==> src/verilog/sfx_pkg.sv <==
// Constants and types for the status-flag instruction execution block
package sfx_pkg;

   // ----------------------------------------------------------------
   // Status register layout
   // ----------------------------------------------------------------
   localparam int unsigned SFX_FLAG_C = 0;  // Carry
   localparam int unsigned SFX_FLAG_Z = 1;  // Zero
   localparam int unsigned SFX_FLAG_N = 2;  // Negative
   localparam int unsigned SFX_FLAG_V = 3;  // Two's complement overflow
   localparam int unsigned SFX_FLAG_S = 4;  // Sign
   localparam int unsigned SFX_FLAG_H = 5;  // Half-carry
   localparam int unsigned SFX_FLAG_T = 6;  // Transfer
   localparam int unsigned SFX_FLAG_I = 7;  // Global interrupt enable
   localparam logic [7:0]  SFX_STATUS_RST = 8'h00;

   // ----------------------------------------------------------------
   // Execution timing
   // ----------------------------------------------------------------
   localparam int unsigned SFX_EXEC_CYCLES = 1;  // Every op here takes one cycle

   // ----------------------------------------------------------------
   // Operation codes
   // ----------------------------------------------------------------
   typedef enum logic [4:0] {
      SFX_OP_NO_OPERATION,
      SFX_OP_BIT_LOAD_FROM_TRANSFER,
      SFX_OP_SET_CARRY,
      SFX_OP_CLEAR_CARRY,
      SFX_OP_SET_NEGATIVE,
      SFX_OP_CLEAR_NEGATIVE,
      SFX_OP_SET_ZERO,
      SFX_OP_CLEAR_ZERO,
      SFX_OP_SET_INT_ENABLE,
      SFX_OP_CLEAR_INT_ENABLE,
      SFX_OP_SET_SIGN_FLAG,
      SFX_OP_CLEAR_SIGN_FLAG,
      SFX_OP_SET_OVERFLOW,
      SFX_OP_CLEAR_OVERFLOW,
      SFX_OP_SET_TRANSFER,
      SFX_OP_CLEAR_TRANSFER,
      SFX_OP_SET_HALF_CARRY,
      SFX_OP_CLEAR_HALF_CARRY,
      SFX_OP_SLEEP,
      SFX_OP_WATCHDOG_RESTART
   } sfx_op_t;

   // One-hot mask for a bit position
   function automatic logic [7:0] sfx_onehot(input logic [2:0] idx);
      sfx_onehot = 8'h01 << idx;
   endfunction

endpackage : sfx_pkg

==> src/verilog/sfx_decode.sv <==
// Opcode decoder for the status-flag instruction execution block
module sfx_decode
   import sfx_pkg::*;
(
   input  wire logic [4:0] i_op,
   output logic       [7:0] o_set_mask,
   output logic       [7:0] o_clr_mask,
   output logic             o_bit_load,
   output logic             o_sleep,
   output logic             o_wdt,
   output logic             o_legal
);

   // ----------------------------------------------------------------
   // Opcode to flag masks and side-effect strobes
   // ----------------------------------------------------------------
   always_comb begin
      o_set_mask = 8'h00;
      o_clr_mask = 8'h00;
      o_bit_load = 1'b0;
      o_sleep    = 1'b0;
      o_wdt      = 1'b0;
      o_legal    = 1'b1;
      unique case (i_op)
         SFX_OP_NO_OPERATION:           o_legal = 1'b1;
         SFX_OP_BIT_LOAD_FROM_TRANSFER: o_bit_load = 1'b1;
         SFX_OP_SET_CARRY:              o_set_mask = sfx_onehot(3'(SFX_FLAG_C));
         SFX_OP_CLEAR_CARRY:            o_clr_mask = sfx_onehot(3'(SFX_FLAG_C));
         SFX_OP_SET_NEGATIVE:           o_set_mask = sfx_onehot(3'(SFX_FLAG_N));
         SFX_OP_CLEAR_NEGATIVE:         o_clr_mask = sfx_onehot(3'(SFX_FLAG_N));
         SFX_OP_SET_ZERO:               o_set_mask = sfx_onehot(3'(SFX_FLAG_Z));
         SFX_OP_CLEAR_ZERO:             o_clr_mask = sfx_onehot(3'(SFX_FLAG_Z));
         SFX_OP_SET_INT_ENABLE:         o_set_mask = sfx_onehot(3'(SFX_FLAG_I));
         SFX_OP_CLEAR_INT_ENABLE:       o_clr_mask = sfx_onehot(3'(SFX_FLAG_I));
         SFX_OP_SET_SIGN_FLAG:          o_set_mask = sfx_onehot(3'(SFX_FLAG_S));
         SFX_OP_CLEAR_SIGN_FLAG:        o_clr_mask = sfx_onehot(3'(SFX_FLAG_S));
         SFX_OP_SET_OVERFLOW:           o_set_mask = sfx_onehot(3'(SFX_FLAG_V));
         SFX_OP_CLEAR_OVERFLOW:         o_clr_mask = sfx_onehot(3'(SFX_FLAG_V));
         SFX_OP_SET_TRANSFER:           o_set_mask = sfx_onehot(3'(SFX_FLAG_T));
         SFX_OP_CLEAR_TRANSFER:         o_clr_mask = sfx_onehot(3'(SFX_FLAG_T));
         SFX_OP_SET_HALF_CARRY:         o_set_mask = sfx_onehot(3'(SFX_FLAG_H));
         SFX_OP_CLEAR_HALF_CARRY:       o_clr_mask = sfx_onehot(3'(SFX_FLAG_H));
         SFX_OP_SLEEP:                  o_sleep = 1'b1;
         SFX_OP_WATCHDOG_RESTART:       o_wdt = 1'b1;
         default:                       o_legal = 1'b0;              // Unused codes
      endcase
   end

endmodule : sfx_decode

==> src/verilog/sfx_exec.sv <==
// Single-cycle status-flag, bit-load, no-op, sleep and watchdog-restart execution
module sfx_exec
   import sfx_pkg::*;
#(
   parameter int unsigned REG_ADDR_W = 5
)(
   input  wire logic                  i_clk,
   input  wire logic                  i_rst_n,
   input  wire logic                  i_valid,
   input  wire logic [4:0]            i_op,
   input  wire logic [REG_ADDR_W-1:0] i_rd_addr,
   input  wire logic [2:0]            i_bit_sel,
   input  wire logic [7:0]            i_rd_data,
   output logic      [7:0]            o_status,
   output logic                       o_rd_we,
   output logic      [REG_ADDR_W-1:0] o_rd_waddr,
   output logic      [7:0]            o_rd_wdata,
   output logic                       o_sleep_req,
   output logic                       o_wdt_restart,
   output logic                       o_pc_advance,
   output logic                       o_illegal
);

   // ----------------------------------------------------------------
   // Decode
   // ----------------------------------------------------------------
   logic [7:0] set_mask;
   logic [7:0] clr_mask;
   logic       dec_bit_load;
   logic       dec_sleep;
   logic       dec_wdt;
   logic       dec_legal;
   logic       exec;

   sfx_decode u_decode (
      .i_op       (i_op),
      .o_set_mask (set_mask),
      .o_clr_mask (clr_mask),
      .o_bit_load (dec_bit_load),
      .o_sleep    (dec_sleep),
      .o_wdt      (dec_wdt),
      .o_legal    (dec_legal)
   );

   // Legal instruction taken this cycle
   assign exec = i_valid && dec_legal;

   // ----------------------------------------------------------------
   // Status register
   // ----------------------------------------------------------------
   logic [7:0] status_q;
   logic [7:0] status_d;

   // Only the named flag moves; other ops leave the register alone
   always_comb begin
      status_d = status_q;
      if (exec) begin
         status_d = (status_q | set_mask) & ~clr_mask;
      end
   end

   // Status update
   always_ff @(posedge i_clk or negedge i_rst_n) begin
      if (!i_rst_n) begin
         status_q <= SFX_STATUS_RST;
      end else begin
         status_q <= status_d;
      end
   end

   assign o_status = status_q;

   // ----------------------------------------------------------------
   // Register-file write for bit-load
   // ----------------------------------------------------------------
   logic                  rd_we_q;
   logic [REG_ADDR_W-1:0] rd_waddr_q;
   logic [7:0]            rd_wdata_q;
   logic [7:0]            bit_mask;

   assign bit_mask = sfx_onehot(i_bit_sel);

   // Replace the chosen bit with the transfer flag
   always_ff @(posedge i_clk or negedge i_rst_n) begin
      if (!i_rst_n) begin
         rd_we_q    <= 1'b0;
         rd_waddr_q <= '0;
         rd_wdata_q <= 8'h00;
      end else begin
         rd_we_q <= exec && dec_bit_load;
         if (exec && dec_bit_load) begin
            rd_waddr_q <= i_rd_addr;
            rd_wdata_q <= (i_rd_data & ~bit_mask)
                        | (status_q[SFX_FLAG_T] ? bit_mask : 8'h00);
         end
      end
   end

   assign o_rd_we    = rd_we_q;
   assign o_rd_waddr = rd_waddr_q;
   assign o_rd_wdata = rd_wdata_q;

   // ----------------------------------------------------------------
   // Side-effect strobes and completion
   // ----------------------------------------------------------------
   logic sleep_q;
   logic wdt_q;
   logic pc_adv_q;
   logic illegal_q;

   // One-cycle pulses after the issuing edge
   always_ff @(posedge i_clk or negedge i_rst_n) begin
      if (!i_rst_n) begin
         sleep_q   <= 1'b0;
         wdt_q     <= 1'b0;
         pc_adv_q  <= 1'b0;
         illegal_q <= 1'b0;
      end else begin
         sleep_q   <= exec && dec_sleep;
         wdt_q     <= exec && dec_wdt;
         pc_adv_q  <= exec;
         illegal_q <= i_valid && !dec_legal;
      end
   end

   assign o_sleep_req   = sleep_q;
   assign o_wdt_restart = wdt_q;
   assign o_pc_advance  = pc_adv_q;
   assign o_illegal     = illegal_q;

   localparam logic [7:0] MASK_S = 8'h01 << SFX_FLAG_S;
   localparam logic [7:0] MASK_V = 8'h01 << SFX_FLAG_V;
   localparam logic [7:0] MASK_H = 8'h01 << SFX_FLAG_H;
   localparam logic [7:0] MASK_C = 8'h01 << SFX_FLAG_C;
   localparam logic [7:0] MASK_I = 8'h01 << SFX_FLAG_I;
   localparam logic [7:0] MASK_Z = 8'h01 << SFX_FLAG_Z;
   localparam logic [7:0] MASK_N = 8'h01 << SFX_FLAG_N;
   localparam logic [7:0] MASK_T = 8'h01 << SFX_FLAG_T;

   function automatic logic took(input sfx_op_t op);
      took = i_valid && (i_op == op);
   endfunction
endmodule : sfx_exec

==> config.mk <==
export PLATFORM = sky130hd
export DESIGN_NAME = sfx_exec
export DESIGN_NICKNAME = d
export VERILOG_FILES = /design/src/verilog/sfx_pkg.sv /design/src/verilog/sfx_decode.sv /design/src/verilog/sfx_exec.sv
export SDC_FILE = /design/constraint.sdc
export NUM_CORES = 1
export LEC_CHECK = 0
export BUFFER_PORTS_ARGS = -buffer_cell sky130_fd_sc_hd__buf_2
export CORE_MARGIN = 5
export CORE_UTILIZATION = 40
export CTS_CLUSTER_SIZE = 30
export DETAILED_ROUTE_END_ITERATION = 6
export MAX_ROUTING_LAYER = met4
export PLACE_DENSITY_LB_ADDON = 0.2
export RECOVER_POWER = 50
export REMOVE_ABC_BUFFERS = 1
export SLEW_MARGIN = 40
export SYNTH_ARGS = -nofsm -noshare
export SYNTH_HDL_FRONTEND = slang
export SYNTH_SLANG_ARGS = --single-unit
==> constraint.sdc <==
create_clock -name i_clk -period 1.3 [get_ports i_clk]
set_input_delay 0.195 -clock i_clk [delete_from_list [all_inputs] [get_ports i_clk]]
set_output_delay 0.195 -clock i_clk [all_outputs]
set_load 0.01 [all_outputs]
==> Implementation_results.wiki, run 1 <==
{| class="wikitable"
! Metric !! Value
|-
| Kind of path behind the tightest hold check || input port to flip-flop
|-
| Die X || 65.2 um
|-
| Clk Latency, worst-skew pair || 0.32 ns
|-
| Portion of total power attributed to combinational logic || 0.244
|-
| Int Power || 0.00153 W
|-
| Ant. Diodes || 0
|-
| Family with the most delay on the worst path || flip-flops
|-
| Register share of total power || 0.489
|-
| Number of top-level pins || 50
|-
| Remaining number of nets flagged by the antenna check after routing || 0
|-
| Maximum buffer depth of the clock tree || 2
|-
| GR Overflow Total || 0
|-
| All-layer global routing usage || 0.134
|-
| Clock-pin slew reported for the worst setup and hold paths after clock tree synthesis || 0.14 ns
|-
| Arrival time reported for the critical path endpoint || around 1.0 ns
|-
| Share of synthesized area occupied by flip-flops and latches || 0.533
|-
| Total power draw || 0.00209 W
|-
| Register-to-register setup slack || approximately 0.16 ns
|-
| CP Launch Type || flip-flop
|-
| R2R cell count || 2
|-
| Min-Delay Endpoint || o_rd_waddr[0]$_DFFE_PN0P_
|-
| Critical R2R Capture || o_rd_wdata[1]$_DFFE_PN0P_
|-
| Largest net degree at the start of global routing || 27
|-
| Total length of routed wires || about 2500 um
|-
| Register cell area after layout || between 600 and 700 um^2
|-
| RSZ-0062 raised after global routing || no
|-
| Core Rows || 20
|-
| Fin nets || approximately 180
|-
| Placeable core area || 2980 um^2
|-
| Fraction of layout instances using a drive strength above 1 || 0.539
|-
| Peak VDD IR || 0.000611 V
|-
| Via count of the first global-routing pass || 974
|-
| Initial antenna violation count || 0
|-
| Post-detail-place hpwl || 1950 um
|-
| Max-cap viol count || 0
|-
| Sink Count || 26
|-
| First-pass GRT wire length || ~4300 um
|-
| Placer's final routability congestion estimate || 0.814
|-
| Proportion of total power due to net switching || 0.267
|-
| Final critical-path required period || about 1.2 ns
|-
| FF+latch count, synth || 26
|-
| Area of the multi-input gates || about 540 um^2
|-
| Clock network power share || 0.267
|-
| Via count || 914
|-
| Starting utilization of the core area || 0.410
|-
| Vias per cell || 4.89
|-
| Origin of the critical flop-to-flop path || o_status[6]$_DFFE_PN0P_
|-
| Final routed wire length divided by cell count || 13.5 um
|-
| DRC marker count from the first detailed-route iteration || 18
|-
| FILL cells || between 200 and 300
|-
| Worst setup path class || flip-flop to output pin
|-
| Grt met2 use || 0.219
|-
| Leakage power of the design || a little over 0.8 nW
|-
| Number of distinct library cells after synthesis || 23
|-
| Layer carrying the most global-route usage || met2
|-
| Buffers on Ports || 49
|-
| Run status || complete, no violations
|-
| Global routing usage on met3 || 0.0205
|-
| Floorplan die height || between 60 and 70 um
|-
| Crit. End Element || output pin
|-
| Post-Synthesis Cells || 91
|-
| Number of standard cells in the layout, taps in and fillers out || around 190
|-
| Full die area || around 4300 um^2
|-
| Power per unit of standard cell area || 1280 nW/um^2
|-
| CP max stage cell || sky130_fd_sc_hd__dfrtp_1
|-
| Mean post-synth cell area || 13.4 um^2
|-
| Worst hold margin || around 0.09 ns
|-
| Fin Clk Skew || 0.00265 ns
|-
| Start point of the worst min-delay path || i_rd_addr[0]
|-
| Hold violation count in the final report || 0
|-
| Slowest cell delay on critical path || ~0.52 ns
|-
| Final Max Slew Viols || 0
|-
| Ordered cell list for the critical path || buf_2
|-
| Relative max-transition margin || 0.586
|-
| Synthesized area || 1220 um^2
|-
| Synth-to-layout area growth || 33.3%
|-
| Worst hold path cell count || 2
|-
| Number of cells after detailed placement || 182
|-
| Final setup fails || 0
|-
| Highest attainable clock frequency || 822 MHz
|-
| Post-CTS Setup Repair Bufs || 0
|-
| Clock root buffer || sky130_fd_sc_hd__clkbuf_4
|-
| Critical path required time || 1.11 ns
|-
| Warnings from Yosys || 0
|-
| Routing usage on met1 || 0.164
|-
| Switching power || about 0.00056 W
|-
| Critical-path maximum fanout || 10
|-
| Transition at the pin with the smallest max-transition slack || 0.621 ns
|-
| Final clock period utilization by the worst path || 0.936
|-
| Final routed DRC violation total || 0
|-
| First drt pass iteration count || 4
|-
| Maximum level of the CTS H-tree || 1
|-
| CTS tree || yes
|-
| Number of buffers inserted during clock tree synthesis || 3
|-
| Buf+Inv Stages, Crit Path || 1
|}
==> power groups by stage <==
stage	clock network [W]	logic (W)	registers, W
3_3_place_gp	0	0.000514	0.00103
4_1_cts	0.000579	0.000528	0.00102
3_5_place_dp	0	0.000522	0.00104
6_report	0.000557	0.000510	0.00102
5_1_grt	0.000608	0.000565	0.00104
2_1_floorplan	0	0.000194	0.00110
==> cell type report <==
cell class                      instances  area share
Clock inverter                          1      0.0185
Timing Repair Buffer                   60       0.203
Inverter                                4     0.00923
Tap cell                               33      0.0254
Sequential cell                        26       0.400
Clock buffer                            3      0.0138
Multi-Input combinational cell         60       0.330
==> cells by family (layout without fill, tap and decap cells) <==
logic type,count (synthesis),after routing,share of synthesized area
AO/OA/AOI/OAI,5,5,0.0267
flip-flops,26,26,0.533
buffers and inverters,5,68,0.0246
AND/OR/NAND/NOR,28,28,0.149
multiplexers,27,27,0.267
==> cells in the mapped netlist <==
| cell type | n | area share |
|---|---|---|
| sky130_fd_sc_hd__nand2_1 | 3 | 0.0092 |
| sky130_fd_sc_hd__nand4_1 | 1 | 0.0051 |
| sky130_fd_sc_hd__nor2_1 | 5 | 0.015 |
| sky130_fd_sc_hd__inv_1 | 4 | 0.012 |
| sky130_fd_sc_hd__mux2_4 | 7 | 0.086 |
| sky130_fd_sc_hd__nand2b_1 | 1 | 0.0051 |
| sky130_fd_sc_hd__or2_4 | 1 | 0.0072 |
| sky130_fd_sc_hd__nor4_4 | 1 | 0.017 |
| sky130_fd_sc_hd__and3b_1 | 1 | 0.0072 |
| sky130_fd_sc_hd__dfrtp_1 | 26 | 0.53 |
| sky130_fd_sc_hd__mux2_2 | 16 | 0.15 |
| sky130_fd_sc_hd__nand3_1 | 4 | 0.016 |
| sky130_fd_sc_hd__o21ai_0 | 2 | 0.0082 |
| sky130_fd_sc_hd__nand4b_1 | 1 | 0.0072 |
| sky130_fd_sc_hd__o31ai_1 | 2 | 0.012 |
| sky130_fd_sc_hd__mux2i_1 | 4 | 0.033 |
| sky130_fd_sc_hd__buf_8 | 1 | 0.012 |
| sky130_fd_sc_hd__nor3_1 | 2 | 0.0082 |
| sky130_fd_sc_hd__nor3b_1 | 3 | 0.018 |
| sky130_fd_sc_hd__nand3b_1 | 3 | 0.018 |
| sky130_fd_sc_hd__nor2b_1 | 1 | 0.0051 |
| sky130_fd_sc_hd__a21boi_0 | 1 | 0.0062 |
| sky130_fd_sc_hd__nor4bb_1 | 1 | 0.0082 |
==> how the worst max path moves through the flow <==
stage / from / to / slack [ns] / cells after the start
floorplan: i_op[3] / o_rd_waddr[0]$_DFFE_PN0P_ / -0.39 / 3
global placement: i_op[3] / o_rd_waddr[4]$_DFFE_PN0P_ / -0.16 / 5
detailed placement: i_op[3] / o_rd_waddr[4]$_DFFE_PN0P_ / -0.17 / 5
CTS: o_status[6]$_DFFE_PN0P_ / o_status[6] / 0.06 / 1
global route: o_status[6]$_DFFE_PN0P_ / o_status[6] / 0.003 / 1
finish: o_status[6]$_DFFE_PN0P_ / o_status[6] / 0.08 / 1
==> metrics by stage <==
stage / utilization / worst slack, ns / TNS [ns] / area [um^2]
floorplan: - / -0.393 / -4.35 / 1200
global placement: 0.530 / -0.161 / -1.79 / 1580
detailed placement: 0.530 / -0.172 / -1.88 / 1580
CTS: 0.551 / 0.0592 / 0 / 1640
global route: 0.546 / 0.00327 / 0 / 1630
finish: 0.546 / 0.0829 / 0 / 1630
==> sequential cells by signal (all words and copies together), names as in the netlist <==
name	flops
o_illegal	1
o_pc_advance	1
o_rd_waddr	5
o_rd_wdata	8
o_rd_we	1
o_sleep_req	1
o_status	8
o_wdt_restart	1
==> cells in the final DEF (no fill, tap or decap), types with 2 or more instances in the layout <==
master and instances:
sky130_fd_sc_hd__buf_2 47, sky130_fd_sc_hd__dfrtp_1 26, sky130_fd_sc_hd__mux2_2 16, sky130_fd_sc_hd__mux2_4 7, sky130_fd_sc_hd__buf_4 6, sky130_fd_sc_hd__nor2_1 5
sky130_fd_sc_hd__inv_1 4, sky130_fd_sc_hd__mux2i_1 4, sky130_fd_sc_hd__nand3_1 4, sky130_fd_sc_hd__clkbuf_1 4, sky130_fd_sc_hd__nand2_1 3, sky130_fd_sc_hd__nand3b_1 3
sky130_fd_sc_hd__nor3b_1 3, sky130_fd_sc_hd__clkbuf_4 3, sky130_fd_sc_hd__nor3_1 2, sky130_fd_sc_hd__o21ai_0 2, sky130_fd_sc_hd__o31ai_1 2
==> routing by layer <==
metal / up-vias / part of all wire
met4: 0 / 0.013
met1: 431 / 0.43
met2: 25 / 0.49
met5: - / 0
li1: 454 / -
met3: 4 / 0.060
==> timing repair <==
item,4_1_cts,5_1_grt
gates resized for setup,0,0
hold buffers,1,0
hold endpoints to repair,26,0
No activity file was read; power rests on OpenSTA's default activity.
==> run 2, diff against run 1 <==
--- a/config.mk
+++ b/config.mk
@@ -5,6 +5,7 @@
 export SDC_FILE = /design/constraint.sdc
 export NUM_CORES = 1
 export LEC_CHECK = 0
+export ABC_AREA = 1
 export BUFFER_PORTS_ARGS = -buffer_cell sky130_fd_sc_hd__buf_2
 export CORE_MARGIN = 5
 export CORE_UTILIZATION = 40
==> run 2 against run 1 <==
Clock skew grew 0.0021 ns; sequential power grew 4%; worst setup slack gained 0.074 ns; area after synthesis grew 17%; critical path depth grew 9; largest power group unchanged; sequential cell count is the same.
==> Implementation_results.wiki, run 2 <==
{| class="wikitable"
! Metric !! Value
|-
| CP Launch Type || input port
|-
| DRC marker count from the first detailed-route iteration || 65 (+47)
|-
| Via count || 1431 (+57%)
|-
| Peak VDD IR || 0.000599 V (-2.0%)
|-
| Transition at the pin with the smallest max-transition slack || 0.620 ns (-0.00108 ns)
|-
| Proportion of netlist area held by the largest area contributor || 0.456 (-0.0776)
|-
| Most frequent cells in the layout || sky130_fd_sc_hd__nand2_1 (56), sky130_fd_sc_hd__buf_2 (35), sky130_fd_sc_hd__buf_4 (29)
|-
| Synth area leaders || sky130_fd_sc_hd__dfrtp_1 (46%), sky130_fd_sc_hd__nand2_1 (15%), sky130_fd_sc_hd__nand4_1 (5.7%), sky130_fd_sc_hd__nand3_1 (5.6%), sky130_fd_sc_hd__o21ai_0 (4.9%)
|-
| Highest attainable clock frequency || 875 MHz (+6.5%)
|-
| Final setup fails || 0 (unchanged)
|-
| FILL cells || 354 (+31%)
|-
| Multiplexer share of the synthesized area || 0 (-0.267)
|-
| Final routed DRC violation total || 0 (unchanged)
|-
| Relative max-transition margin || 0.587 (+0.000720)
|-
| Final critical-path required period || 1.14 ns (-0.0739 ns)
|-
| Final setup slack of the worst path || 0.157 ns (+0.0739 ns)
|-
| All-layer global routing usage || 0.156 (+0.0215)
|-
| Post-CTS Setup Repair Bufs || 0 (unchanged)
|-
| Fin nets || 283 (+58%)
|-
| Area share of fa/ha/maj cells after synthesis || 0 (unchanged)
|-
| Final Max Slew Viols || 0 (unchanged)
|-
| Number of cells after detailed placement || 299 (+64%)
|-
| Floorplan die height || 69.7 um (+6.9%)
|-
| Fin Clk Skew || 0.00474 ns (+0.00210 ns)
|-
| Full die area || 4860 um^2 (+14%)
|-
| Maximum buffer depth of the clock tree || 2 (unchanged)
|-
| Fraction of layout instances using a drive strength above 1 || 0.322 (-0.217)
|-
| Buffers on Ports || 49 (unchanged)
|-
| RSZ-0062 raised after global routing || no
|-
| Placer's final routability congestion estimate || 0.799 (-1.8%)
|-
| Run status || complete, no violations
|-
| Post-Synthesis Cells || 181 (+99%)
|-
| Power per unit of standard cell area || 1200 nW/um^2 (-6.8%)
|-
| Clock-pin slew reported for the worst setup and hold paths after clock tree synthesis || 0.14 ns (about the same)
|-
| Register-to-register setup slack || 0.30 ns (+0.14 ns)
|-
| Final routed wire length divided by cell count || 11.1 um (-18%)
|-
| Clock root buffer || sky130_fd_sc_hd__clkbuf_4
|-
| Share of synthesized area occupied by flip-flops and latches || 0.456 (-0.0776)
|-
| Worst hold path cell count || 3 (+1)
|-
| Post-synth EDFFs || 0 (unchanged)
|-
| Simple-gate portion of the synthesized area || 0.354 (+0.205)
|-
| Largest family of logic cells by synthesized area || simple AND/OR/NAND/NOR gates
|-
| Leakage power of the design || 1.08 nW (+31%)
|-
| Ant. Diodes || 0 (unchanged)
|-
| Core Rows || 21 (+5.0%)
|-
| Top cell types by occurrence after synthesis || sky130_fd_sc_hd__nand2_1 (56), sky130_fd_sc_hd__dfrtp_1 (26), sky130_fd_sc_hd__inv_1 (17)
|-
| Arrival time reported for the critical path endpoint || 1.34 ns (+0.32 ns)
|-
| Max-cap viol count || 0 (unchanged)
|-
| R2R cell count || 4 (+2)
|-
| Remaining number of nets flagged by the antenna check after routing || 0 (unchanged)
|-
| Maximum level of the CTS H-tree || 1 (unchanged)
|-
| Number of standard cells in the layout, taps in and fillers out || 304 (+63%)
|-
| Via count of the first global-routing pass || 1427 (+47%)
|-
| Post-cts resize count || 0 (unchanged)
|-
| Worst-case setup slack after placement || -0.200 ns (-0.0272 ns)
|-
| Largest net degree at the start of global routing || 27 (unchanged)
|-
| First-pass GRT wire length || 6220 um (+43%)
|-
| Post-synthesis xor/xnor area fraction || 0 (unchanged)
|-
| Hold violation count in the final report || 0 (unchanged)
|-
| Worst hold margin || 0.121 ns (+0.0317 ns)
|-
| Final clock period utilization by the worst path || 0.879 (-0.0568)
|-
| Clk Latency, worst-skew pair || 0.31 ns (about the same)
|-
| Commonest non-fill, non-tap cell in the layout || sky130_fd_sc_hd__nand2_1
|-
| Initial antenna violation count || 0 (unchanged)
|-
| FF+latch count, synth || 26 (unchanged)
|-
| Top_reg_cell synth || sky130_fd_sc_hd__dfrtp_1
|-
| Proportion of register bits with asynchronous set or reset after synthesis || 1.00 (unchanged)
|-
| Warnings from Yosys || 0 (unchanged)
|-
| Mean post-synth cell area || 7.89 um^2 (-41%)
|-
| Critical path required time || 1.50 ns (+0.39 ns)
|-
| Post-detail-place hpwl || 2700 um (+39%)
|-
| Kind of path behind the tightest hold check || input port to flip-flop
|-
| Synth-to-layout area growth || 36.5%
|-
| Starting utilization of the core area || 0.421 (+0.0115)
|-
| Area fraction in compound gates after synthesis || 0.113 (+0.0864)
|-
| Number of buffers inserted during clock tree synthesis || 3 (unchanged)
|-
| Crit. End Element || flip-flop
|-
| Critical-path maximum fanout || 19 (+9)
|-
| Die X || 69.7 um (+6.9%)
|-
| GR Overflow Total || 0 (unchanged)
|-
| Largest area contributor in the synthesized netlist || sky130_fd_sc_hd__dfrtp_1
|-
| Sink Count || 26 (unchanged)
|-
| Final setup TNS || 0 ns (unchanged)
|-
| First drt pass iteration count || 4 (unchanged)
|-
| Total length of routed wires || 3370 um (+33%)
|-
| Synthesized area || 1430 um^2 (+17%)
|-
| CTS tree || yes
|-
| Worst setup path class || input port to flip-flop
|-
| Vias per cell || 4.71 (-3.7%)
|-
| Most instantiated library cell after synthesis || sky130_fd_sc_hd__nand2_1
|-
| Number of distinct library cells after synthesis || 22 (-4.3%)
|-
| Placeable core area || 3390 um^2 (+14%)
|-
| Number of top-level pins || 50 (unchanged)
|}
## run 2: through the flow
step | util | instance area (um^2) | total power [W]
after CTS | 0.580 | 1960 | 0.00237
final | 0.575 | 1950 | 0.00233
after floorplan | - | 1380 | 0.00146
after global routing | 0.575 | 1950 | 0.00250
after detailed placement | 0.561 | 1900 | 0.00182
after global placement | 0.561 | 1900 | 0.00181
## run 2: final cells by class
type / count / area [um^2] / area share
Clock buffer: 3 / 22.5 / 0.0116
Clock inverter: 1 / 30.0 / 0.0154
Inverter: 17 / 63.8 / 0.0328
Multi-Input combinational cell: 132 / 667 / 0.342
Sequential cell: 26 / 651 / 0.334
Tap cell: 46 / 57.6 / 0.0295
Timing Repair Buffer: 79 / 457 / 0.234
## run 2: path summary, 6_finish.rpt
check	end	from
worst max-delay path	o_status[7]$_DFFE_PN0P_	i_op[1]
worst min register to register	o_rd_wdata[2]$_DFFE_PN0P_	o_rd_wdata[2]$_DFFE_PN0P_
max in group asynchronous	o_status[2]$_DFFE_PN0P_	i_rst_n
worst min-delay path	o_rd_waddr[3]$_DFFE_PN0P_	i_rd_addr[3]
worst max register to register	o_rd_wdata[7]$_DFFE_PN0P_	o_status[6]$_DFFE_PN0P_
min in group asynchronous	o_status[0]$_DFFE_PN0P_	i_rst_n
## run 2: critical path: stages
cell and delay [ns]:
sky130_fd_sc_hd__buf_2 0.14, sky130_fd_sc_hd__inv_1 0.06, sky130_fd_sc_hd__nor2_1 0.24, sky130_fd_sc_hd__nand3_1 0.15, sky130_fd_sc_hd__nand2_1 0.10, sky130_fd_sc_hd__nor2_2 0.05
sky130_fd_sc_hd__nand3_4 0.08, sky130_fd_sc_hd__nand2_4 0.16, sky130_fd_sc_hd__nand2_1 0.09, sky130_fd_sc_hd__o21ai_0 0.08
## run 2: power breakdown
part           total, W  switching, W  internal, W
clock          0.000542      0.000231     0.000311
combinational  0.000725      0.000422     0.000303
sequential      0.00106     0.0000993     0.000962
total           0.00233      0.000753      0.00158
## run 2: timing repair
action | 4_1_cts | 5_1_grt
endpoints found under the setup margin | 0 | 0
hold buffers | 1 | 0
endpoints found under the hold margin | 26 | 0
## run 2: cells by family after synthesis
family	count (synthesis)
flops	26
buf+inv	23
simple gates	107
compound gates	25
## run 2: per-layer routing
metal / vias to the layer above / routed length [um] / global-route usage
li1: 760 / - / -
met1: 632 / 1550 / 0.194
met2: 37 / 1600 / 0.266
met3: 2 / 180 / 0.0232
met4: 0 / 36 / 0.0383
met5: - / 0 / -
==> run 3, diff against run 2 <==
--- a/config.mk
+++ b/config.mk
@@ -7,8 +7,10 @@
 export LEC_CHECK = 0
 export ABC_AREA = 1
 export BUFFER_PORTS_ARGS = -buffer_cell sky130_fd_sc_hd__buf_2
+export CELL_PAD_IN_SITES_DETAIL_PLACEMENT = 2
+export CELL_PAD_IN_SITES_GLOBAL_PLACEMENT = 2
 export CORE_MARGIN = 5
-export CORE_UTILIZATION = 40
+export CORE_UTILIZATION = 27
 export CTS_CLUSTER_SIZE = 30
 export DETAILED_ROUTE_END_ITERATION = 6
 export MAX_ROUTING_LAYER = met4
==> run 3 against run 2 <==
Cell count up 6.3%; sequential cell count unchanged; clock power up 3%; sequential share of layout area down 0.21 points; power up 2.3%; wire length up 41%; via count up 5.7%; global-route usage down 0.38 points.
==> Implementation_results.wiki, run 3 (synthesis results as in run 2) <==
{| class="wikitable"
! Metric !! Value
|-
| Run status || complete, no violations
|-
| Most frequent cells in the layout || sky130_fd_sc_hd__nand2_1 (56), sky130_fd_sc_hd__buf_2 (39), sky130_fd_sc_hd__dfrtp_1 (26)
|-
| Power per unit of standard cell area || 1210 nW/um^2 (+1.6%)
|-
| DRC marker count from the first detailed-route iteration || 30 (-54%)
|-
| Starting utilization of the core area || 0.280 (-0.142)
|-
| Arrival time reported for the critical path endpoint || 1.38 ns (+0.04 ns)
|-
| Relative max-transition margin || 0.563 (-0.0233)
|-
| Core Rows || 26 (+24%)
|-
| Transition at the pin with the smallest max-transition slack || 0.655 ns (+0.0349 ns)
|-
| Vias per cell || 4.68 (-0.55%)
|-
| Placeable core area || 5110 um^2 (+51%)
|-
| Fin Clk Skew || 0.00644 ns (+0.00169 ns)
|-
| Critical-path maximum fanout || 19 (unchanged)
|-
| CP max stage cell || sky130_fd_sc_hd__nand2_4
|-
| Slowest cell delay on critical path || 0.24 ns (about the same)
|-
| Start point of the worst min-delay path || i_rd_addr[0]
|-
| Kind of path behind the tightest hold check || input port to flip-flop
|-
| Clock root buffer || sky130_fd_sc_hd__clkbuf_8
|-
| Clock-pin slew reported for the worst setup and hold paths after clock tree synthesis || 0.10 ns (-0.04 ns)
|-
| Final critical-path required period || 1.17 ns (+0.0279 ns)
|-
| Placer's final routability congestion estimate || 0.773 (-3.2%)
|-
| Proportion of total power due to net switching || 0.354 (+0.0306)
|-
| Die X || 82.7 um (+19%)
|-
| Highest attainable clock frequency || 854 MHz (-2.4%)
|-
| Wire length on met3 || 176 um (-2.2%)
|-
| Final clock period utilization by the worst path || 0.901 (+0.0215)
|-
| Switching power || 0.000843 W (+12%)
|-
| Worst setup path startpoint || i_op[4]
|-
| Final setup fails || 0 (unchanged)
|-
| Crit. End Element || flip-flop
|-
| All-layer global routing usage || 0.152 (-0.00382)
|-
| CP Launch Type || input port
|-
| Peak VDD IR || 0.000548 V (-8.6%)
|-
| GR Overflow Total || 0 (unchanged)
|-
| Final Max Slew Viols || 0 (unchanged)
|-
| Full die area || 6840 um^2 (+41%)
|-
| Via count of the first global-routing pass || 1574 (+10%)
|-
| Origin of the critical flop-to-flop path || o_status[6]$_DFFE_PN0P_
|-
| First-pass GRT wire length || 7810 um (+26%)
|-
| Ordered cell list for the critical path || buf_2 > inv_1 > nand3_1 > nand2_1 > nor2_2 > nand3_4 > nand2_4 > nand2_1 > o21ai_2
|-
| FILL cells || 653 (+84%)
|-
| Core Util, Final || 0.384 (-0.191)
|-
| Int Power || 0.00154 W (-2.3%)
|-
| Commonest non-fill, non-tap cell in the layout || sky130_fd_sc_hd__nand2_1
|-
| Ant. Diodes || 0 (unchanged)
|-
| Length of routed met2 wiring || 2130 um (+33%)
|-
| Total power draw || 0.00238 W (+2.3%)
|-
| Critical path required time || 1.51 ns (about the same)
|-
| Worst-case setup slack after placement || -0.326 ns (-0.126 ns)
|-
| Max-cap viol count || 0 (unchanged)
|-
| Final routed DRC violation total || 0 (unchanged)
|-
| Worst hold margin || 0.176 ns (+0.0555 ns)
|-
| Sink Count || 26 (unchanged)
|-
| Number of buffers inserted during clock tree synthesis || 3 (unchanged)
|-
| First drt pass iteration count || 4 (unchanged)
|-
| Via count || 1512 (+5.7%)
|-
| Final setup TNS || 0 ns (unchanged)
|-
| RSZ-0062 raised after global routing || yes
|-
| Portion of total power attributed to combinational logic || 0.316 (+0.005)
|-
| Remaining number of nets flagged by the antenna check after routing || 0 (unchanged)
|-
| Leakage power of the design || 1.08 nW (-0.56%)
|-
| Largest net degree at the start of global routing || 27 (unchanged)
|-
| Synth-to-layout area growth || 37.3%
|-
| Fraction of layout instances using a drive strength above 1 || 0.340 (+0.0182)
|-
| Register-to-register setup slack || 0.21 ns (-0.09 ns)
|-
| DRT met1 WL || 2420 um (+56%)
|-
| Maximum buffer depth of the clock tree || 2 (unchanged)
|-
| CTS tree || yes
|-
| Clk Latency, worst-skew pair || 0.28 ns (-0.03 ns)
|-
| Family with the most delay on the worst path || simple AND/OR/NAND/NOR gates
|-
| Buf+Inv Stages, Crit Path || 2 (unchanged)
|-
| Crit-path most repeated cell || sky130_fd_sc_hd__nand2_1
|-
| Number of top-level pins || 50 (unchanged)
|-
| Clock network power share || 0.233 (about the same)
|-
| Final setup slack of the worst path || 0.129 ns (-0.0280 ns)
|-
| Buffers on Ports || 49 (unchanged)
|-
| Worst setup path class || input port to flip-flop
|-
| Floorplan die height || 82.7 um (+19%)
|-
| Post-detail-place hpwl || 3830 um (+42%)
|-
| Hold violation count in the final report || 0 (unchanged)
|-
| Register share of total power || 0.450 (-0.006)
|-
| Final routed wire length divided by cell count || 14.7 um (+33%)
|-
| Fin nets || 278 (-1.8%)
|-
| Total length of routed wires || 4760 um (+41%)
|-
| Highest metal used || met4
|-
| Maximum level of the CTS H-tree || 1 (unchanged)
|-
| Initial antenna violation count || 0 (unchanged)
|}
run 3: path summary, 6_finish.rpt:
path | cells after the start | end
hold / removal | 3 | o_rd_waddr[0]$_DFFE_PN0P_
hold reg to reg | 2 | o_rd_wdata[1]$_DFFE_PN0P_
setup / recovery | 9 | o_status[0]$_DFFE_PN0P_
max in group asynchronous | 2 | o_status[7]$_DFFE_PN0P_
min in group asynchronous | 2 | o_rd_waddr[0]$_DFFE_PN0P_
setup reg to reg | 4 | o_rd_wdata[0]$_DFFE_PN0P_
run 3: worst min-delay path, delay by kind of cell:
family                 cells  cell delay [ns]
buffers and inverters      1             0.10
and+or+nand+nor            2             0.13
run 3: timing repair:
| item | CTS | global route |
|---|---|---|
| hold buffers | 1 | 0 |
| buffers inserted | 0 | 0 |
| endpoints found under the hold margin | 26 | 0 |
| setup endpoints to repair | 15 | 23 |
| gates resized for setup | 1 | 3 |
run 3: per-layer routing:
metal / up-vias / global-route usage
met3: 4 / 0.0217
met2: 32 / 0.240
li1: 743 / -
met4: 0 / 0.0294
met1: 733 / 0.208
met5: - / -
run 3: metrics by stage:
stage | area [um^2] | cells
2_1_floorplan | 1380 | 175
5_1_grt | 1960 | 323
4_1_cts | 1960 | 323
3_3_place_gp | 1890 | 318
3_5_place_dp | 1890 | 318
6_report | 1960 | 323
run 3: final cells by class:
class,instances,area (um^2),share of cell area
clock buffer,4,55.1,0.0281
inverter,17,63.8,0.0325
multi-input combinational,132,679,0.347
sequential,26,651,0.332
tap,70,87.6,0.0447
timing repair buffer,74,424,0.216
run 3: power groups by stage:
stage	Clock (W)	Combinational, W	Sequential (W)
floorplan	0	0.000317	0.00114
global placement	0	0.000747	0.00108
detailed placement	0	0.000774	0.00109
CTS	0.000570	0.000779	0.00108
global route	0.000603	0.000849	0.00110
finish	0.000556	0.000753	0.00107
